**src/timer_pkg.sv**
```systemverilog
// Shared constants for the hardware limit period timer
package timer_pkg;
  // ==========================================================
  // Widths
  localparam int COUNT_W = 8;
  localparam int MODE_W = 5;

  // ==========================================================
  // Reset values
  localparam logic [COUNT_W-1:0] COUNT_RESET = 8'h00;
  localparam logic RUN_RESET = 1'b0;

  // ==========================================================
  // Timing counts, in timer clock ticks
  localparam int SYNC_TICKS_INSTR = 1;
  localparam int SYNC_TICKS_OTHER = 2;
  localparam int RESTART_TICKS = 2;

  // ==========================================================
  // Mode codes
  localparam logic [MODE_W-1:0] MODE_SW_GATE = 5'h00;
  localparam logic [MODE_W-1:0] MODE_GATE_HIGH = 5'h01;
  localparam logic [MODE_W-1:0] MODE_GATE_LOW = 5'h02;
  localparam logic [MODE_W-1:0] MODE_RST_ANY = 5'h03;
  localparam logic [MODE_W-1:0] MODE_RST_RISE = 5'h04;
  localparam logic [MODE_W-1:0] MODE_RST_FALL = 5'h05;
  localparam logic [MODE_W-1:0] MODE_RST_LOW = 5'h06;
  localparam logic [MODE_W-1:0] MODE_RST_HIGH = 5'h07;
  localparam logic [MODE_W-1:0] MODE_OS_SW = 5'h08;
  localparam logic [MODE_W-1:0] MODE_OS_RISE = 5'h09;
  localparam logic [MODE_W-1:0] MODE_OS_FALL = 5'h0a;
  localparam logic [MODE_W-1:0] MODE_OS_ANY = 5'h0b;
  localparam logic [MODE_W-1:0] MODE_OS_ER_RISE = 5'h0c;
  localparam logic [MODE_W-1:0] MODE_OS_ER_FALL = 5'h0d;
  localparam logic [MODE_W-1:0] MODE_OS_LR_LOW = 5'h0e;
  localparam logic [MODE_W-1:0] MODE_OS_LR_HIGH = 5'h0f;

  // ==========================================================
  // Sequencer states
  typedef enum logic [2:0] {
    ST_WAIT = 3'b001,
    ST_RUN = 3'b010,
    ST_HOLD = 3'b100
  } seq_state_t;
endpackage : timer_pkg
```
**src/qual_if.sv**
```systemverilog
// Qualified external input and run level, timer clock aligned
`timescale 1ns/10ps
interface qual_if;
  logic ers_level;
  logic ers_rise;
  logic ers_fall;
  logic run_q;
  modport source (output ers_level, output ers_rise, output ers_fall, output run_q);
  modport sink (input ers_level, input ers_rise, input ers_fall, input run_q);
endinterface : qual_if

```
**src/hw_limit_timer.sv**
```systemverilog
// Mode control and counter of the 8-bit hardware limit period timer
//
// Functional notes
// [RULE1] Software gate: count while run, else hold
// [RULE2] Free-running: wrap to zero after period match
// [RULE3] Hardware gate adds external input gating
// [RULE4] Active-high gate counts while input high
// [RULE5] Active-low gate counts while input low
// [RULE6] Edge-reset modes clear count on edge
// [RULE7] Level-reset modes hold count cleared
// [RULE8] Level-reset ignores input while run clear
// [RULE9] Level reset acts and releases two ticks later
// [RULE10] Software one shot: match clears count, run
// [RULE11] Run pause resumes same one-shot count
// [RULE12] Software restarts one shot by setting run
// [RULE13] Edge-start one shot: edge starts, match stops
// [RULE14] After run cleared, need fresh edge
// [RULE15] First edge starts, later edges clear count
// [RULE16] Restart two ticks after each reset edge
// [RULE17] Edges ignored until run; match clears run
// [RULE18] Level reset holds, active transition starts
// [RULE19] Restart needs new edge after run set
// [RULE20] Instruction clock: one period sync delay
// [RULE21] Other clocks: two tick sync delay
// [RULE22] Run clear resets all state machines
// [RULE23] Eight-bit count, equality period compare
`timescale 1ns/10ps
module hw_limit_timer (
  // Clock and reset
  input wire logic clock,
  input wire logic sys_rst,
  // Timer clock enable and its kind
  input wire logic timer_tick,
  input wire logic instr_clock_sel,
  // Software run bit write
  input wire logic run_write,
  input wire logic run_wdata,
  // Configuration
  input wire logic [timer_pkg::MODE_W-1:0] mode_select,
  input wire logic [timer_pkg::COUNT_W-1:0] period_value,
  // External reset or trigger pin
  input wire logic external_reset_trigger_in,
  // Status
  output logic run_bit,
  output logic [timer_pkg::COUNT_W-1:0] count_value,
  output logic period_match,
  output logic counting
);
  import timer_pkg::*;

  // ==========================================================
  // Declarations
  seq_state_t state;
  seq_state_t next_state;
  logic [COUNT_W-1:0] next_count;
  logic next_match;
  logic next_counting;
  logic clear_run;
  logic active;
  logic match;
  logic delay_req;
  logic delay_done;
  qual_if q ();

  // ==========================================================
  // Decoding helpers

  // Gate condition of the gated free-running modes
  function automatic logic gate_open(input logic [MODE_W-1:0] m, input logic lvl);
    logic r;
    r = 1'b0;
    case (m)
      MODE_SW_GATE: r = 1'b1;
      MODE_GATE_HIGH: r = lvl;
      MODE_GATE_LOW: r = ~lvl;
      default: r = 1'b0;
    endcase
    return r;
  endfunction : gate_open

  // Qualifying edge of the edge driven modes
  function automatic logic edge_hit(input logic [MODE_W-1:0] m, input logic rise,
                                    input logic fall);
    logic r;
    r = 1'b0;
    case (m)
      MODE_RST_ANY: r = rise | fall;
      MODE_RST_RISE: r = rise;
      MODE_RST_FALL: r = fall;
      MODE_OS_RISE: r = rise;
      MODE_OS_FALL: r = fall;
      MODE_OS_ANY: r = rise | fall;
      MODE_OS_ER_RISE: r = rise;
      MODE_OS_ER_FALL: r = fall;
      MODE_OS_LR_LOW: r = rise;
      MODE_OS_LR_HIGH: r = fall;
      default: r = 1'b0;
    endcase
    return r;
  endfunction : edge_hit

  // External input at the selected reset level
  function automatic logic at_reset_level(input logic [MODE_W-1:0] m, input logic lvl);
    logic r;
    r = 1'b0;
    case (m)
      MODE_RST_LOW: r = ~lvl;
      MODE_RST_HIGH: r = lvl;
      MODE_OS_LR_LOW: r = ~lvl;
      MODE_OS_LR_HIGH: r = lvl;
      default: r = 1'b0;
    endcase
    return r;
  endfunction : at_reset_level

  // Incremented count, cut to the counter width
  function automatic logic [COUNT_W-1:0] bump(input logic [COUNT_W-1:0] c);
    logic [COUNT_W:0] s;
    s = {1'b0, c} + {{COUNT_W{1'b0}}, 1'b1};
    return s[COUNT_W-1:0];
  endfunction : bump

  // ==========================================================
  // Input qualification
  input_qualifier u_qual (
    .clock(clock),
    .sys_rst(sys_rst),
    .timer_tick(timer_tick),
    .instr_clock_sel(instr_clock_sel),
    .run_bit(run_bit),
    .external_reset_trigger_in(external_reset_trigger_in),
    .q(q)
  );

  // Hardware run clear takes effect at once, not after the sync delay
  assign active = run_bit & q.run_q; // RULE20 RULE21
  assign match = (count_value == period_value); // RULE23

  // ==========================================================
  // Two tick restart delay
  always_comb begin
    delay_req = 1'b0;
    case (mode_select)
      MODE_RST_LOW, MODE_RST_HIGH: begin
        delay_req = at_reset_level(mode_select, q.ers_level); // RULE9
      end
      MODE_OS_ER_RISE, MODE_OS_ER_FALL: begin
        delay_req = (state == ST_RUN || state == ST_HOLD) &&
                    edge_hit(mode_select, q.ers_rise, q.ers_fall); // RULE16
      end
      default: begin
        delay_req = 1'b0;
      end
    endcase
  end

  restart_delay u_delay (
    .clock(clock),
    .sys_rst(sys_rst),
    .timer_tick(timer_tick),
    .flush(~active), // RULE8
    .req(delay_req),
    .done(delay_done)
  );

  // ==========================================================
  // Next count and sequencer state
  always_comb begin
    next_count = count_value;
    next_state = state;
    next_match = 1'b0;
    next_counting = 1'b0;
    clear_run = 1'b0;
    if (!active) begin
      // Count holds so a paused cycle resumes
      next_state = ST_WAIT; // RULE22 RULE11 RULE14 RULE19
    end else if (timer_tick) begin
      case (mode_select)
        MODE_SW_GATE, MODE_GATE_HIGH, MODE_GATE_LOW: begin
          if (gate_open(mode_select, q.ers_level)) begin // RULE1 RULE3 RULE4 RULE5
            next_counting = 1'b1;
            if (match) begin
              next_count = COUNT_RESET; // RULE2
              next_match = 1'b1;
            end else begin
              next_count = bump(count_value);
            end
          end
        end
        MODE_RST_ANY, MODE_RST_RISE, MODE_RST_FALL: begin
          next_counting = 1'b1;
          if (edge_hit(mode_select, q.ers_rise, q.ers_fall)) begin
            next_count = COUNT_RESET; // RULE6
          end else if (match) begin
            next_count = COUNT_RESET; // RULE2
            next_match = 1'b1;
          end else begin
            next_count = bump(count_value);
          end
        end
        MODE_RST_LOW, MODE_RST_HIGH: begin
          if (delay_done) begin
            next_count = COUNT_RESET; // RULE7 RULE9
          end else if (match) begin
            next_counting = 1'b1;
            next_count = COUNT_RESET; // RULE2
            next_match = 1'b1;
          end else begin
            next_counting = 1'b1;
            next_count = bump(count_value);
          end
        end
        MODE_OS_SW: begin
          next_counting = 1'b1;
          if (match) begin
            next_count = COUNT_RESET; // RULE10
            next_match = 1'b1;
            clear_run = 1'b1; // RULE10 RULE12
          end else begin
            next_count = bump(count_value);
          end
        end
        MODE_OS_RISE, MODE_OS_FALL, MODE_OS_ANY: begin
          case (state)
            ST_WAIT: begin
              if (edge_hit(mode_select, q.ers_rise, q.ers_fall)) begin
                next_state = ST_RUN; // RULE13
              end
            end
            ST_RUN: begin
              next_counting = 1'b1;
              if (match) begin
                next_count = COUNT_RESET;
                next_match = 1'b1;
                clear_run = 1'b1; // RULE13
                next_state = ST_WAIT;
              end else begin
                next_count = bump(count_value);
              end
            end
            default: begin
              next_state = ST_WAIT;
            end
          endcase
        end
        MODE_OS_ER_RISE, MODE_OS_ER_FALL: begin
          case (state)
            ST_WAIT: begin
              if (edge_hit(mode_select, q.ers_rise, q.ers_fall)) begin
                next_state = ST_RUN; // RULE15 RULE17
              end
            end
            ST_RUN: begin
              if (edge_hit(mode_select, q.ers_rise, q.ers_fall)) begin
                next_count = COUNT_RESET; // RULE15
                next_state = ST_HOLD;
              end else if (match) begin
                next_counting = 1'b1;
                next_count = COUNT_RESET;
                next_match = 1'b1;
                clear_run = 1'b1; // RULE17
                next_state = ST_WAIT;
              end else begin
                next_counting = 1'b1;
                next_count = bump(count_value);
              end
            end
            ST_HOLD: begin
              next_count = COUNT_RESET;
              if (delay_done && !delay_req) begin
                next_state = ST_RUN; // RULE16
              end
            end
            default: begin
              next_state = ST_WAIT;
            end
          endcase
        end
        MODE_OS_LR_LOW, MODE_OS_LR_HIGH: begin
          case (state)
            ST_WAIT: begin
              if (at_reset_level(mode_select, q.ers_level)) begin
                next_count = COUNT_RESET; // RULE18
              end
              if (edge_hit(mode_select, q.ers_rise, q.ers_fall)) begin
                next_state = ST_RUN; // RULE18 RULE19
              end
            end
            ST_RUN: begin
              if (at_reset_level(mode_select, q.ers_level)) begin
                next_count = COUNT_RESET; // RULE18
                next_state = ST_WAIT;
              end else if (match) begin
                next_counting = 1'b1;
                next_count = COUNT_RESET;
                next_match = 1'b1;
                clear_run = 1'b1; // RULE19
                next_state = ST_WAIT;
              end else begin
                next_counting = 1'b1;
                next_count = bump(count_value);
              end
            end
            default: begin
              next_state = ST_WAIT;
            end
          endcase
        end
        default: begin
          next_count = count_value;
        end
      endcase
    end
  end

  // ==========================================================
  // Counter
  always_ff @(posedge clock or posedge sys_rst) begin
    if (sys_rst) begin
      count_value <= COUNT_RESET;
    end else begin
      count_value <= next_count;
    end
  end

  // ==========================================================
  // Sequencer
  always_ff @(posedge clock or posedge sys_rst) begin
    if (sys_rst) begin
      state <= ST_WAIT;
    end else begin
      state <= next_state;
    end
  end

  // ==========================================================
  // Run bit, software write wins over the hardware clear
  always_ff @(posedge clock or posedge sys_rst) begin
    if (sys_rst) begin
      run_bit <= RUN_RESET;
    end else if (run_write) begin
      run_bit <= run_wdata;
    end else if (clear_run) begin
      run_bit <= 1'b0; // RULE10 RULE13 RULE17
    end
  end

  // ==========================================================
  // Status flags
  always_ff @(posedge clock or posedge sys_rst) begin
    if (sys_rst) begin
      period_match <= 1'b0;
    end else begin
      period_match <= next_match;
    end
  end

  always_ff @(posedge clock or posedge sys_rst) begin
    if (sys_rst) begin
      counting <= 1'b0;
    end else if (!active) begin
      counting <= 1'b0;
    end else if (timer_tick) begin
      counting <= next_counting;
    end
  end
endmodule : hw_limit_timer

```
**src/input_qualifier.sv**
```systemverilog
// Pin synchroniser and timer clock sync delay for run and external input
`timescale 1ns/10ps
module input_qualifier (
  // Clock and reset
  input wire logic clock,
  input wire logic sys_rst,
  // Timer clock enable and sync selection
  input wire logic timer_tick,
  input wire logic instr_clock_sel,
  // Raw inputs
  input wire logic run_bit,
  input wire logic external_reset_trigger_in,
  // Qualified outputs
  qual_if.source q
);
  import timer_pkg::*;

  logic pin_meta;
  logic pin_sync;
  logic [1:0] stage [SYNC_TICKS_OTHER];
  logic [1:0] picked;
  logic [1:0] prev_seen;

  // ==========================================================
  // Two flop pin synchroniser
  always_ff @(posedge clock or posedge sys_rst) begin
    if (sys_rst) begin
      pin_meta <= 1'b0;
      pin_sync <= 1'b0;
    end else begin
      pin_meta <= external_reset_trigger_in;
      pin_sync <= pin_meta;
    end
  end

  // ==========================================================
  // Timer clock delay stages, bit 1 run, bit 0 external
  genvar i;
  generate
    for (i = 0; i < SYNC_TICKS_OTHER; i++) begin : g_stage
      if (i == 0) begin : g_first
        always_ff @(posedge clock or posedge sys_rst) begin
          if (sys_rst) begin
            stage[i] <= 2'h0;
          end else if (timer_tick) begin
            stage[i] <= {run_bit, pin_sync};
          end
        end
      end else begin : g_next
        always_ff @(posedge clock or posedge sys_rst) begin
          if (sys_rst) begin
            stage[i] <= 2'h0;
          end else if (timer_tick) begin
            stage[i] <= stage[i-1];
          end
        end
      end
    end
  endgenerate

  assign picked = instr_clock_sel ? stage[SYNC_TICKS_INSTR-1] : stage[SYNC_TICKS_OTHER-1]; // RULE20 RULE21

  always_ff @(posedge clock or posedge sys_rst) begin
    if (sys_rst) begin
      prev_seen <= 2'h0;
    end else if (timer_tick) begin
      prev_seen <= picked;
    end
  end

  // Edges need run seen one tick earlier, so the first level after reset is no edge
  assign q.ers_level = picked[0];
  assign q.run_q = picked[1];
  assign q.ers_rise = timer_tick & prev_seen[1] & picked[0] & ~prev_seen[0];
  assign q.ers_fall = timer_tick & prev_seen[1] & ~picked[0] & prev_seen[0];
endmodule : input_qualifier

```
**src/restart_delay.sv**
```systemverilog
// Delays a request by a fixed number of timer clock ticks
`timescale 1ns/10ps
module restart_delay (
  // Clock and reset
  input wire logic clock,
  input wire logic sys_rst,
  // Timing
  input wire logic timer_tick,
  input wire logic flush,
  // Request and delayed copy
  input wire logic req,
  output logic done
);
  import timer_pkg::*;

  logic [RESTART_TICKS-1:0] pipe;

  always_ff @(posedge clock or posedge sys_rst) begin
    if (sys_rst) begin
      pipe <= '0;
    end else if (flush) begin
      pipe <= '0;
    end else if (timer_tick) begin
      pipe <= {pipe[RESTART_TICKS-2:0], req};
    end
  end

  assign done = pipe[RESTART_TICKS-1];
endmodule : restart_delay

```
**config.mk**
```make
export PLATFORM = sky130hd
export DESIGN_NAME = hw_limit_timer
export DESIGN_NICKNAME = d
export VERILOG_FILES = /design/src/timer_pkg.sv /design/src/qual_if.sv /design/src/hw_limit_timer.sv /design/src/input_qualifier.sv /design/src/restart_delay.sv
export SDC_FILE = /design/constraint.sdc
export NUM_CORES = 1
export LEC_CHECK = 0
export ABC_AREA = 1
export CORE_AREA = 4 4 63 65
export DETAILED_ROUTE_END_ITERATION = 8
export DIE_AREA = 0 0 67 69
export DONT_BUFFER_PORTS = 1
export PLACE_DENSITY = 0.72
export SLEW_MARGIN = 20
export SYNTH_ARGS = -nofsm -noshare
export SYNTH_HDL_FRONTEND = slang
export SYNTH_HIERARCHICAL = 1
export SYNTH_SLANG_ARGS = --single-unit
```
**constraint.sdc**
```tcl
create_clock -name clock -period 1.6 [get_ports clock]
set_input_delay 0.24 -clock clock [delete_from_list [all_inputs] [get_ports clock]]
set_output_delay 0.24 -clock clock [all_outputs]
set_load 0.005 [all_outputs]
```
After elaboration in Yosys (flattened, before gate mapping)
Cells that the tools add are included.
{ "op_classes": {"n_addsub": 1, "eq_ne": 30, "mux": 87, "n_bitwise": 9, "n_reduce_logical": 21} }
{ "op_table": {"columns": ["operator", "n"], "rows": [
  ["2-to-1 mux 8 bit", 8],
  ["one-hot mux 8 bit (7 select lines)", 1],
  ["2-to-1 mux 1 bit", 53],
  ["== test 5 x 4 -> 1 bit, second input constant", 8],
  ["one-hot mux 8 bit (2 select lines)", 2],
  ["2-to-1 mux 3 bit", 9],
  ["== test 5 x 3 -> 1 bit, second input constant", 4],
  ["one-hot mux 3 bit (3 select lines)", 2],
  ["!= test 4 bit, second input constant", 4],
  ["one-hot mux 3 bit (2 select lines)", 2],
  ["OR reduction 2 bit", 6],
  ["OR reduction 4 bit", 3],
  ["== test 5 x 2 -> 1 bit, second input constant", 2],
  ["OR reduction 3 bit", 3],
  ["adder 8 x 1 -> 8 bit, second input constant", 1],
  ["== test 8 bit", 1],
  ["AND reduction 8 bit", 1],
  ["one-hot mux 1 bit (7 select lines)", 1],
  ["nonzero test 7 bit", 1],
  ["AND 1 bit", 6],
  ["2-to-1 mux 2 bit", 3],
  ["!= test 2 bit, second input constant", 3],
  ["!= test 3 bit, second input constant", 2],
  ["one-hot mux 1 bit (3 select lines)", 2],
  ["17 further kinds", 20]
]} }
{ "totals": {"reg_bits": 24, "word_cells": 159} }

Longest topological paths before layout
Gate-level depths: netlist (run 1).
{ "depth": {"depth_word": 17, "mapped_depth": 15, "mapped_depth_nobuf": 15} }

Cells and area by module
Netlist (run 1), hierarchy kept.
{ "modules_own_cells": {"columns": ["module", "n_inst", "cells_each", "area_per_inst_um2"], "rows": [
  ["hw_limit_timer", 1, 253, 1423.9],
  ["input_qualifier", 1, 45, 365.4],
  ["restart_delay", 1, 11, 88.8]
]} }

Worst setup path after synthesis (run 1)
No wires, ideal clock.
{ "synth_path": {"path_kind": "reg-to-reg", "start": "register u_qual/stage[2] (netlist name)", "end": "register count_value[2] (netlist name)", "setup_ns": 0.133, "arrival_ns": 1.553, "setup_slack_ns": -0.086, "stages_incl_launch_ff": 13, "synth_period_minus_slack_ns": 1.686, "cell_sequence": "dfrtp_1 inv_1 nand2_1 nand2_2 inv_1 inv_1 nand2_1 o21ai_0 o21ai_1 nor3_1 nand2_2 a31oi_2 a21oi_1"} }
{ "synth_between": {"elab_chain_len": 13, "word_cells_on_any_way": 37, "classes_between": "eq/ne: 2; mux: 28; bitwise: 6; reduce/logical: 1"} }
{ "synth_lines": {"columns": ["item", "line", "rtl"], "rows": [
  ["from (decl)", "input_qualifier.sv:20", "logic [1:0] stage [SYNC_TICKS_OTHER];"],
  ["from (signal, indexed assignment)", "input_qualifier.sv:46", "stage[i] <= {run_bit, pin_sync};"],
  ["2-to-1 mux 2 bit *", "input_qualifier.sv:61", "assign picked = instr_clock_sel ? stage[SYNC_TICKS_INSTR-1] : stage[SYNC_TICKS_OTHER-1];"],
  ["net q.ers_level", "qual_if.sv:4", "logic ers_level;"],
  ["inverter 1 bit", null, null],
  ["AND 1 bit (2 in series)", "input_qualifier.sv:75", "assign q.ers_fall = timer_tick & prev_seen[1] & ~picked[0] & prev_seen[0];"],
  ["bitwise OR 1 bit", "hw_limit_timer.sv:87, hw_limit_timer.sv:92", null],
  ["one-hot mux 1 bit (3 select lines)", "hw_limit_timer.sv:86", "case (m)"],
  ["2-to-1 mux 1 bit", "hw_limit_timer.sv:247", "case (state)"],
  ["2-to-1 mux 1 bit", "hw_limit_timer.sv:178", "case (mode_select)"],
  ["2-to-1 mux 1 bit", "hw_limit_timer.sv:177", "end else if (timer_tick) begin"],
  ["2-to-1 mux 1 bit", "hw_limit_timer.sv:174", "if (!active) begin"],
  ["2-to-1 mux 8 bit", "hw_limit_timer.sv:254", "if (edge_hit(mode_select, q.ers_rise, q.ers_fall)) begin"],
  ["one-hot mux 8 bit (2 select lines)", "hw_limit_timer.sv:247", null],
  ["one-hot mux 8 bit (7 select lines)", "hw_limit_timer.sv:178", null],
  ["to (signal assigned)", "hw_limit_timer.sv:322", "count_value <= next_count;"],
  ["to (decl)", "hw_limit_timer.sv:45", "output logic [timer_pkg::COUNT_W-1:0] count_value,"]
]} }
The timed path passes the listed nets; every way through them passes the cells marked *. The select of a mux whose other input is x is not followed.
A chain may end at the register's enable or synchronous reset.

Worst setup path in the final report (run 1)
Ends and elaborated chain as after synthesis.

==> reports/qor.yml, run 1 <==
status: "finished, violations left"
violations: "negative setup slack"
overflow: 0
use_met1: 0.356
cts_inserted_buffers: 3
synth_async_sr_flop_share: 1.00
maxCapViolations: 0
clock_skew_ps: 6.95
post-synth-top-count-cell: "nand2_1"
critPathSlowestCell: "dfrtp_1"
root_buffer: "clkbuf_4"
clock_sinks: 24
die_height_um: 69
grtUsageMet3: 0.0308
hpwl_um: 4110
port_buffers: 0
synth_nets: 330
vias: 2240
dp_slack_ps: -295
yosysSeqAreaShare: 0.320
ys.flop_type: "dfrtp_1"
endpoint_kind: "flip-flop"
path_cells: "inv_2 -> nand2_2 -> nand2_2 -> inv_2 -> inv_4 -> nand2_4 -> nand2_4 -> nor3_2 -> nor3_2 -> nand2_2 -> o21ai_0 -> nand2_1 -> a21oi_1"
start_util: 0.563
htreeDepth: 1
worst-slew-pin-transition_ps: 558
crit_arrival_ps: 2110
cp_common_cell: "nand2_2"
syn_to_final_growth_pct: 41.0
cp-start-kind: "flip-flop"
detail-route-antenna-nets: 0
min_from: "timer_tick"
drt_iter0_markers: 247
clkSlewWorstSetupHoldPaths_ps: 140
dieArea_mm2: 0.00462
drcViolationCount: 0
wire_per_inst_um: 13.8
tns_ps: -2930
nNetsFinal: 395
setup_violations: 15
critical-path-max-stage-delay_ps: 420
grt_pass1_wl_um: 9100
first_global_vias: 2057
rsz0062_at_grt: "yes"
drv_slew: 0
timing.fmax_mhz: 535
io_pins: 31
cp_top_family: "simple AND/OR/NAND/NOR gates"
synth_top_area_cell: "dfrtp_1"
n_antenna_cell: 0
synth_edf_count: 0
grt_start_max_net_pins: 17
p_leak_uw: 0.00140
drive_above_1_share: 0.340
synthTopCellsByArea: "dfrtp_1 31%, nand2_1 22%, inv_1 10%"
vias_per_cell: 5.35
worst_slack_ps: -269
syn_area_mm2: 0.00188
whs_ps: 16.0
clockBufferDepth: 2
busiest_layer: "met2"
post-route-period-util: 1.17
syn_area_per_cell_um2: 6.08
dp.cells: 407
hp-class: "input port to flip-flop"
ys_types: 29
cts_tree: "built"
final_cells: 419
firstDrtPassIters: 4
antenna_found_initial: 0
n_fill_cell: 253
slew_headroom: 0.625
grtUsageMet2: 0.377
core_area_mm2: 0.00334
gp_congestion: 0.942
peakVddDrop_v: 0.000697
ys_seq_elements: 24
reg2reg_from: "u_qual/stage[2]$_DFFE_PP0P_"
crit_fanout: 6
finalWirelength_um: 5790
worst-setup-path-type: "flip-flop to flip-flop"
crit_buf_inv: 3
fp.dieW_um: 67
grt_usage: 0.244
yosysWarnings: 6
clock_latency_ps: 310
fin_crit_ps: 1870
hold_viol: 0
p_per_area_mw_per_mm2: 820
netlist.area_leader.share: 0.306
crit_path_start: "u_qual/stage[2]$_DFFE_PP0P_"
synth_common_cells: "110 x nand2_1, 50 x inv_1, 34 x nor2_1"
fp-row-count: 21
synthCells: 309
cp.required_ps: 1850
utilization: 0.793
worst register-to-register path: cells and delay by family, from the launching register on:
family | cells | cell delay (ps)
and+or+nand+nor | 8 | 820
buffers and inverters | 3 | 190
AOI/OAI and AO/OA | 2 | 360
DFF | 1 | 420
final timing paths:
check	slack (ps)	endpoint	depth (start not counted)
min in group asynchronous	240	u_delay/pipe[0]$_DFFE_PP0P_	2
setup reg to reg	-270	count_value[2]$_DFFE_PP0P_	13
setup / recovery	-270	count_value[2]$_DFFE_PP0P_	13
hold reg to reg	370	u_qual/pin_sync$_DFF_PP0_	0
max in group asynchronous	790	state[0]$_DFFE_PP1P_	2
hold / removal	20	u_qual/stage[1]$_DFFE_PP0P_	1
layout make-up:
cell class,count,area (um^2),area share
clock buffer,4,26.3,0.00992
inverter,53,206,0.0780
multi-input combinational,230,1260,0.475
sequential,24,602,0.227
tap,46,57.6,0.0217
timing repair buffer,62,497,0.188
stage by stage:
| stage | area (um^2) | power (uW) |
|---|---|---|
| after floorplan | 1880 | 1330 |
| after global placement | 2320 | 1750 |
| after detailed placement | 2320 | 1770 |
| after CTS | 2490 | 2080 |
| after global routing | 2650 | 2320 |
| final | 2650 | 2170 |
layout by cell type, fill, tap and decap left out, drive strengths merged:
cell type / count
a21oi: 10
a31oi: 2
and2: 1
buf: 60
clkbuf: 4
dfrtp: 23
dfstp: 1
dlygate4sd3: 2
ha: 1
inv: 53
nand2: 114
nand3: 25
nand3b: 2
nand4: 6
nor2: 37
nor3: 8
o211ai: 3
o21ai: 16
o31ai: 1
xnor2: 3
xor2: 1
flip-flops by register name (all words and copies together) (netlist names):
register / count
state: 3
period_match: 1
count_value: 8
u_qual/prev_seen: 2
run_bit: 1
counting: 1
u_qual/stage: 4
u_qual/pin_meta: 1
u_qual/pin_sync: 1
u_delay/pipe: 2
cells by family after synthesis:
kind of cell / share of synthesized area
flops: 0.320
fa+ha+maj: 0.00666
buf+inv: 0.117
xor+xnor: 0.0187
simple gates: 0.442
compound gates: 0.0953
report_power, final:
part,internal (uW),switching (uW)
combinational,499,581
clock,97.3,185
sequential,721,89.0
repair_timing:
item / 4_1_cts / 5_1_grt
buffers inserted: 4 / 3
endpoints found under the hold margin: 24 / 0
pin swaps: 15 / 20
setup endpoints to repair: 15 / 15
gates cloned: 0 / 0
resized for setup: 32 / 37
hold buffers: 2 / 0
per-layer routing:
| layer | wire length, um | vias to the layer above |
|---|---|---|
| met2 | 2700 | 95 |
| met5 | 0 | - |
| met3 | 428 | 19 |
| li1 | - | 1100 |
| met4 | 140 | 0 |
| met1 | 2520 | 1026 |
(Power assumes the default switching activity.)
==> run 2, diff against run 1 <==
--- a/config.mk
+++ b/config.mk
@@ -10,7 +10,7 @@
 export DETAILED_ROUTE_END_ITERATION = 8
 export DIE_AREA = 0 0 67 69
 export DONT_BUFFER_PORTS = 1
-export PLACE_DENSITY = 0.72
+export PLACE_DENSITY = 0.77
 export SLEW_MARGIN = 20
 export SYNTH_ARGS = -nofsm -noshare
 export SYNTH_HDL_FRONTEND = slang
==> run 2 against run 1 <==
Net effect: the run still ends with negative setup slack left; final cell count increased by 0.72%; sequential power rose by 2%; clock power rose by 22%; highest routed layer unchanged; routed wire length up 2.9%; sequential share of layout area increased by 0.065 points; power grew 5.5%; die area unchanged.
==> reports/qor.yml, run 2 (synthesis gave the netlist of run 1 again) <==
worst_slack_ps: -255  # +13.2 ps
antenna_found_initial: 0  # unchanged
vias_per_cell: 5.38  # +0.62%
critPathSlowestCell: "dfrtp_1"
seqCellArea_um2: 602  # unchanged
setup_violations: 15  # unchanged
n_antenna_cell: 0  # unchanged
final_cell_area_mm2: 0.00264  # -0.28%
grt_pass1_wl_um: 8610  # -5.4%
tns_ps: -2390  # +541 ps
cts_tree: "built"
clock_sinks: 24  # unchanged
path_cells: "inv_2 -> nand2_2 -> nand2_2 -> inv_2 -> inv_2 -> nand2_4 -> nand2_4 -> nor3_4 -> nor3_4 -> nand2_4 -> inv_6 -> nand2_2 -> nand2_1 -> nand2_1 -> a21oi_1"
firstDrtPassIters: 4  # unchanged
nNetsFinal: 398  # +0.76%
p_leak_uw: 0.00143  # +2.4%
cp-start-kind: "flip-flop"
peakVddDrop_v: 0.000503  # -28%
die_height_um: 69  # unchanged
drcViolationCount: 0  # unchanged
mostFrequentLayoutCells: "98 x nand2_1, 56 x buf_4, 43 x inv_1"
cp.required_ps: 1860  # about the same
utilization: 0.791  # -0.00225
grt_usage: 0.233  # -0.0111
worst-setup-path-type: "flip-flop to flip-flop"
core_area_mm2: 0.00334  # unchanged
cp_top_family: "simple AND/OR/NAND/NOR gates"
cts_inserted_buffers: 3  # unchanged
port_buffers: 0  # unchanged
largest_reg_flops: 8  # unchanged
io_pins: 31  # unchanged
crit_arrival_ps: 2120  # about the same
placed_area_mm2: 0.00225  # -3.2%
clock_latency_ps: 330  # +20 ps
fin_crit_ps: 1860  # -13.2 ps
post-route-period-util: 1.16  # -0.00827
dieArea_mm2: 0.00462  # unchanged
wire_per_inst_um: 14.1  # +2.1%
root_buffer: "clkbuf_4"
overflow: 0  # unchanged
syn_to_final_growth_pct: 40.6
clkSlewWorstSetupHoldPaths_ps: 140  # about the same
whs_ps: 16.3  # +0.315 ps
drt_iter0_markers: 186  # -25%
hpwl_um: 3830  # -6.8%
hold_viol: 0  # unchanged
finalWirelength_um: 5950  # +2.9%
rsz0062_at_grt: "yes"
crit_buf_inv: 4  # +1
htreeDepth: 1  # unchanged
first_global_vias: 2126  # +3.4%
timing.fmax_mhz: 539  # +0.71%
gp_congestion: 0.922  # -2.1%
crit_fanout: 8  # +2
hp-class: "input port to flip-flop"
drv_slew: 0  # unchanged
maxCapViolations: 0  # unchanged
layout_commonest_cell: "nand2_1"
r2r_setup_slack_ps: -260  # about the same
clockBufferDepth: 2  # unchanged
critical-path-max-stage-delay_ps: 410  # about the same
slew_headroom: 0.628  # +0.00324
grt_start_max_net_pins: 16  # -1
status: "finished, violations left"
worst-slew-pin-transition_ps: 558  # -0.708 ps
top_register: "count_value"
fp.dieW_um: 67  # unchanged
detail-route-antenna-nets: 0  # unchanged
endpoint_kind: "flip-flop"
reg_top3: "count_value: 8 flops, u_qual/stage: 4 flops, state: 3 flops"
vias: 2270  # +1.3%
start_util: 0.563  # unchanged
violations: "negative setup slack"
fp-row-count: 21  # unchanged
dp_slack_ps: -226  # +68.8 ps
clock_skew_ps: 1.67  # -5.28 ps
n_fill_cell: 247  # -2.4%
drive_above_1_share: 0.322  # -0.0187
p_per_area_mw_per_mm2: 868  # +5.8%
multi_input_area_mm2: 0.00123  # -2.6%
==> run 2: changes by cell type in the layout (fill, tap and decap cells not counted), moves of 4 or more <==
cell,before,now
nand3_1,16,20
nand2_1,91,98
inv_2,5,9
nand2_2,19,13
buf_6,7,3
==> run 2: per-layer routing <==
layer,vias up,share of wire,track usage
met5,-,0,0
li1,1101,-,-
met4,0,0.044,0.110
met2,98,0.52,0.420
met1,1047,0.37,0.253
met3,24,0.067,0.0438
==> run 2: cell type report <==
class	count	area share
clock buffer	4	0.0137
inverter	53	0.0773
multi-input combinational	231	0.464
sequential	24	0.228
tap	46	0.0218
timing repair buffer	64	0.195
==> run 2: through the flow <==
stage / cells / power (uW)
floorplan: 309 / 1330
global placement: 397 / 1730
detailed placement: 397 / 1750
CTS: 415 / 2130
global route: 422 / 2420
finish: 422 / 2290
==> run 2: what timing repair did <==
action,in CTS,in global routing
setup buffers,10,6
hold buffers,3,1
gates resized for setup,19,39
hold endpoints to repair,26,1
cloned,1,0
pin swaps,14,17
setup endpoints to repair,14,15
==> run 2: final timing paths <==
kind | start | end | cells after the start
min in group asynchronous | sys_rst | u_delay/pipe[0]$_DFFE_PP0P_ | 2
max | u_qual/stage[0]$_DFFE_PP0P_ | count_value[4]$_DFFE_PP0P_ | 15
min reg2reg | u_qual/pin_meta$_DFF_PP0_ | u_qual/pin_sync$_DFF_PP0_ | 0
max reg2reg | u_qual/stage[0]$_DFFE_PP0P_ | count_value[4]$_DFFE_PP0P_ | 15
max in group asynchronous | sys_rst | state[0]$_DFFE_PP1P_ | 2
min | run_wdata | run_bit$_DFFE_PP0P_ | 2
==> run 2: worst register-to-register path, stage by stage, from the launching register on <==
cell and delay (ps):
dfrtp_1 410, inv_2 70, nand2_2 60, nand2_2 90, inv_2 60, inv_2 80
nand2_4 70, nand2_4 80, nor3_4 50, nor3_4 240, nand2_4 130, inv_6 110
nand2_2 50, nand2_1 80, nand2_1 60, a21oi_1 140
==> run 2: report_power, final <==
| group | internal, uW | total [uW] | switching, uW |
|---|---|---|---|
| clock network | 140 | 344 | 204 |
| registers | 721 | 824 | 103 |
| logic | 524 | 1120 | 600 |
==> run 3, diff against run 2 <==
==> constraint.sdc (replaced) <==
create_clock -name clock -period 1.65 [get_ports clock]
set_input_delay 0.2475 -clock clock [delete_from_list [all_inputs] [get_ports clock]]
set_output_delay 0.2475 -clock clock [all_outputs]
set_load 0.005 [all_outputs]
==> run 3 against run 2 <==
Net effect: flip-flop and latch count unchanged; count of clock-buffer cells in the layout unchanged; worst hold slack worse by 21 ps; largest cell class unchanged; clock skew grew 2.5 ps; the flow finishes with violations (negative hold slack, negative setup slack); combinational power fell by 16%.
==> reports/qor.yml, run 3 (synthesis gave the netlist of run 1 again) <==
cp-start-kind: "flip-flop"
crit_arrival_ps: 2120  # about the same
worst_slack_ps: -182  # +73.7 ps
timing.fmax_mhz: 546  # +1.3%
hpwl_um: 3780  # -1.3%
drcViolationCount: 0  # unchanged
port_buffers: 0  # unchanged
worst-setup-path-type: "flip-flop to flip-flop"
htreeDepth: 1  # unchanged
clock_latency_ps: 340  # about the same
p_leak_uw: 0.00135  # -6.1%
slew_headroom: 0.605  # -0.0226
syn_to_final_growth_pct: 34.0
setup_violations: 14  # -1
vias: 2239  # -1.4%
drive_above_1_share: 0.312  # -0.00983
peakVddDrop_v: 0.000466  # -7.3%
antenna_found_initial: 0  # unchanged
cts_tree: "built"
nNetsFinal: 381  # -4.3%
reg_top3: "count_value: 8 flops, u_qual/stage: 4 flops, state: 3 flops"
grt_start_max_net_pins: 17  # +1
rsz0062_at_grt: "yes"
fin_crit_ps: 1830  # -23.7 ps
mostFrequentLayoutCells: "95 x nand2_1, 44 x inv_1, 43 x buf_4"
whs_ps: -5.10  # -21.4 ps
firstDrtPassIters: 7  # +3
post-route-period-util: 1.11  # -0.0495
core_area_mm2: 0.00334  # unchanged
dieArea_mm2: 0.00462  # unchanged
clock_skew_ps: 4.13  # +2.46 ps
p_per_area_mw_per_mm2: 829  # -4.5%
maxCapViolations: 0  # unchanged
worst-slew-pin-transition_ps: 591  # +33.9 ps
top_register: "count_value"
wire_per_inst_um: 14.0  # -1.1%
finalWirelength_um: 5650  # -5.1%
clockBufferDepth: 2  # unchanged
overflow: 0  # unchanged
io_pins: 31  # unchanged
endpoint_kind: "flip-flop"
violations: "negative hold slack, negative setup slack"
largest_reg_flops: 8  # unchanged
die_height_um: 69  # unchanged
drv_slew: 0  # unchanged
dp_slack_ps: -167  # +59.0 ps
r2r-end: "count_value[7]$_DFFE_PP0P_"
cts_inserted_buffers: 3  # unchanged
min_path_cells: 1  # -1
start_util: 0.563  # unchanged
cp.required_ps: 1930  # +70 ps
reg2regPathDepth: 11  # -4
detail-route-antenna-nets: 0  # unchanged
n_antenna_cell: 0  # unchanged
vias_per_cell: 5.53  # +2.8%
first_global_vias: 2020  # -5.0%
min_from: "timer_tick"
status: "finished, violations left"
clkSlewWorstSetupHoldPaths_ps: 140  # about the same
tns_ps: -1790  # +604 ps
clock_sinks: 24  # unchanged
fp.dieW_um: 67  # unchanged
reg2reg_from: "u_qual/stage[2]$_DFFE_PP0P_"
grt_usage: 0.234  # +0.000330
worstHoldEndpoint: "u_qual/stage[3]$_DFFE_PP0P_"
root_buffer: "clkbuf_4"
fp-row-count: 21  # unchanged
grt_pass1_wl_um: 8630  # +0.23%
hp-class: "input port to flip-flop"
drt_iter0_markers: 185  # -0.54%
r2r_setup_slack_ps: -180  # +70 ps
layout_commonest_cell: "nand2_1"
crit_fanout: 5  # -3
gp_congestion: 0.943  # +2.3%
hold_viol: 2  # +2
## run 3: how the worst max path moves through the flow
stage / startpoint / to / slack (ps) / depth (start not counted)
finish: u_qual/stage[2]$_DFFE_PP0P_ / count_value[7]$_DFFE_PP0P_ / -180 / 11
global route: u_qual/stage[2]$_DFFE_PP0P_ / count_value[4]$_DFFE_PP0P_ / -290 / 15
global placement: u_qual/stage[2]$_DFFE_PP0P_ / count_value[1]$_DFFE_PP0P_ / -110 / 14
floorplan: u_qual/stage[2]$_DFFE_PP0P_ / count_value[2]$_DFFE_PP0P_ / -20 / 12
detailed placement: u_qual/stage[2]$_DFFE_PP0P_ / count_value[4]$_DFFE_PP0P_ / -170 / 12
CTS: u_qual/stage[2]$_DFFE_PP0P_ / count_value[4]$_DFFE_PP0P_ / -120 / 15
## run 3: critical path, cell delays in order, from the launching register on
cell and delay (ps):
dfrtp_1 420, buf_6 120, nand2_2 50, nand3_2 80, nor2_2 50, o211ai_1 260, nand3_2 210, inv_2 140
o21ai_2 80, nand2_2 130, nand2_4 90, a21oi_1 150
## run 3: routing by layer
metal  vias to the layer above  GRT usage  wire [um]
met3                        21     0.0406        434
met4                         0     0.0833        127
li1                       1069          -          -
met5                         -          0          0
met1                      1026      0.266       2110
met2                       123      0.422       2980
## run 3: metrics by stage
| step | cells | cell area [um^2] | power, uW | util | hold slack (ps) |
|---|---|---|---|---|---|
| after floorplan | 309 | 1880 | 1290 | - | -11.3 |
| after global placement | 389 | 2190 | 1600 | 0.655 | -5.55 |
| after detailed placement | 389 | 2190 | 1620 | 0.655 | 0.445 |
| after CTS | 402 | 2360 | 1980 | 0.709 | 12.5 |
| after global routing | 405 | 2520 | 2220 | 0.754 | 8.62 |
| final | 405 | 2520 | 2090 | 0.754 | -5.10 |
## run 3: repair_timing
item / 4_1_cts / 5_1_grt
cloned: 1 / 0
gates resized for setup: 23 / 41
setup endpoints to repair: 13 / 15
hold buffers: 2 / 0
hold endpoints to repair: 24 / 0
setup buffers: 6 / 3
pin swaps: 12 / 29
## run 3: final cells by class
class                   count  area [um^2]
multi-input cells         231         1250
fillers                   253          821
flip-flops and latches     24          602
repair buffers             47          365
inverters                  53          206
well taps                  46         57.6
clock buffers               4         36.3
## run 3: power breakdown
group | switching (uW) | internal [uW]
sequential | 108 | 699
clock | 201 | 136
combinational | 515 | 426
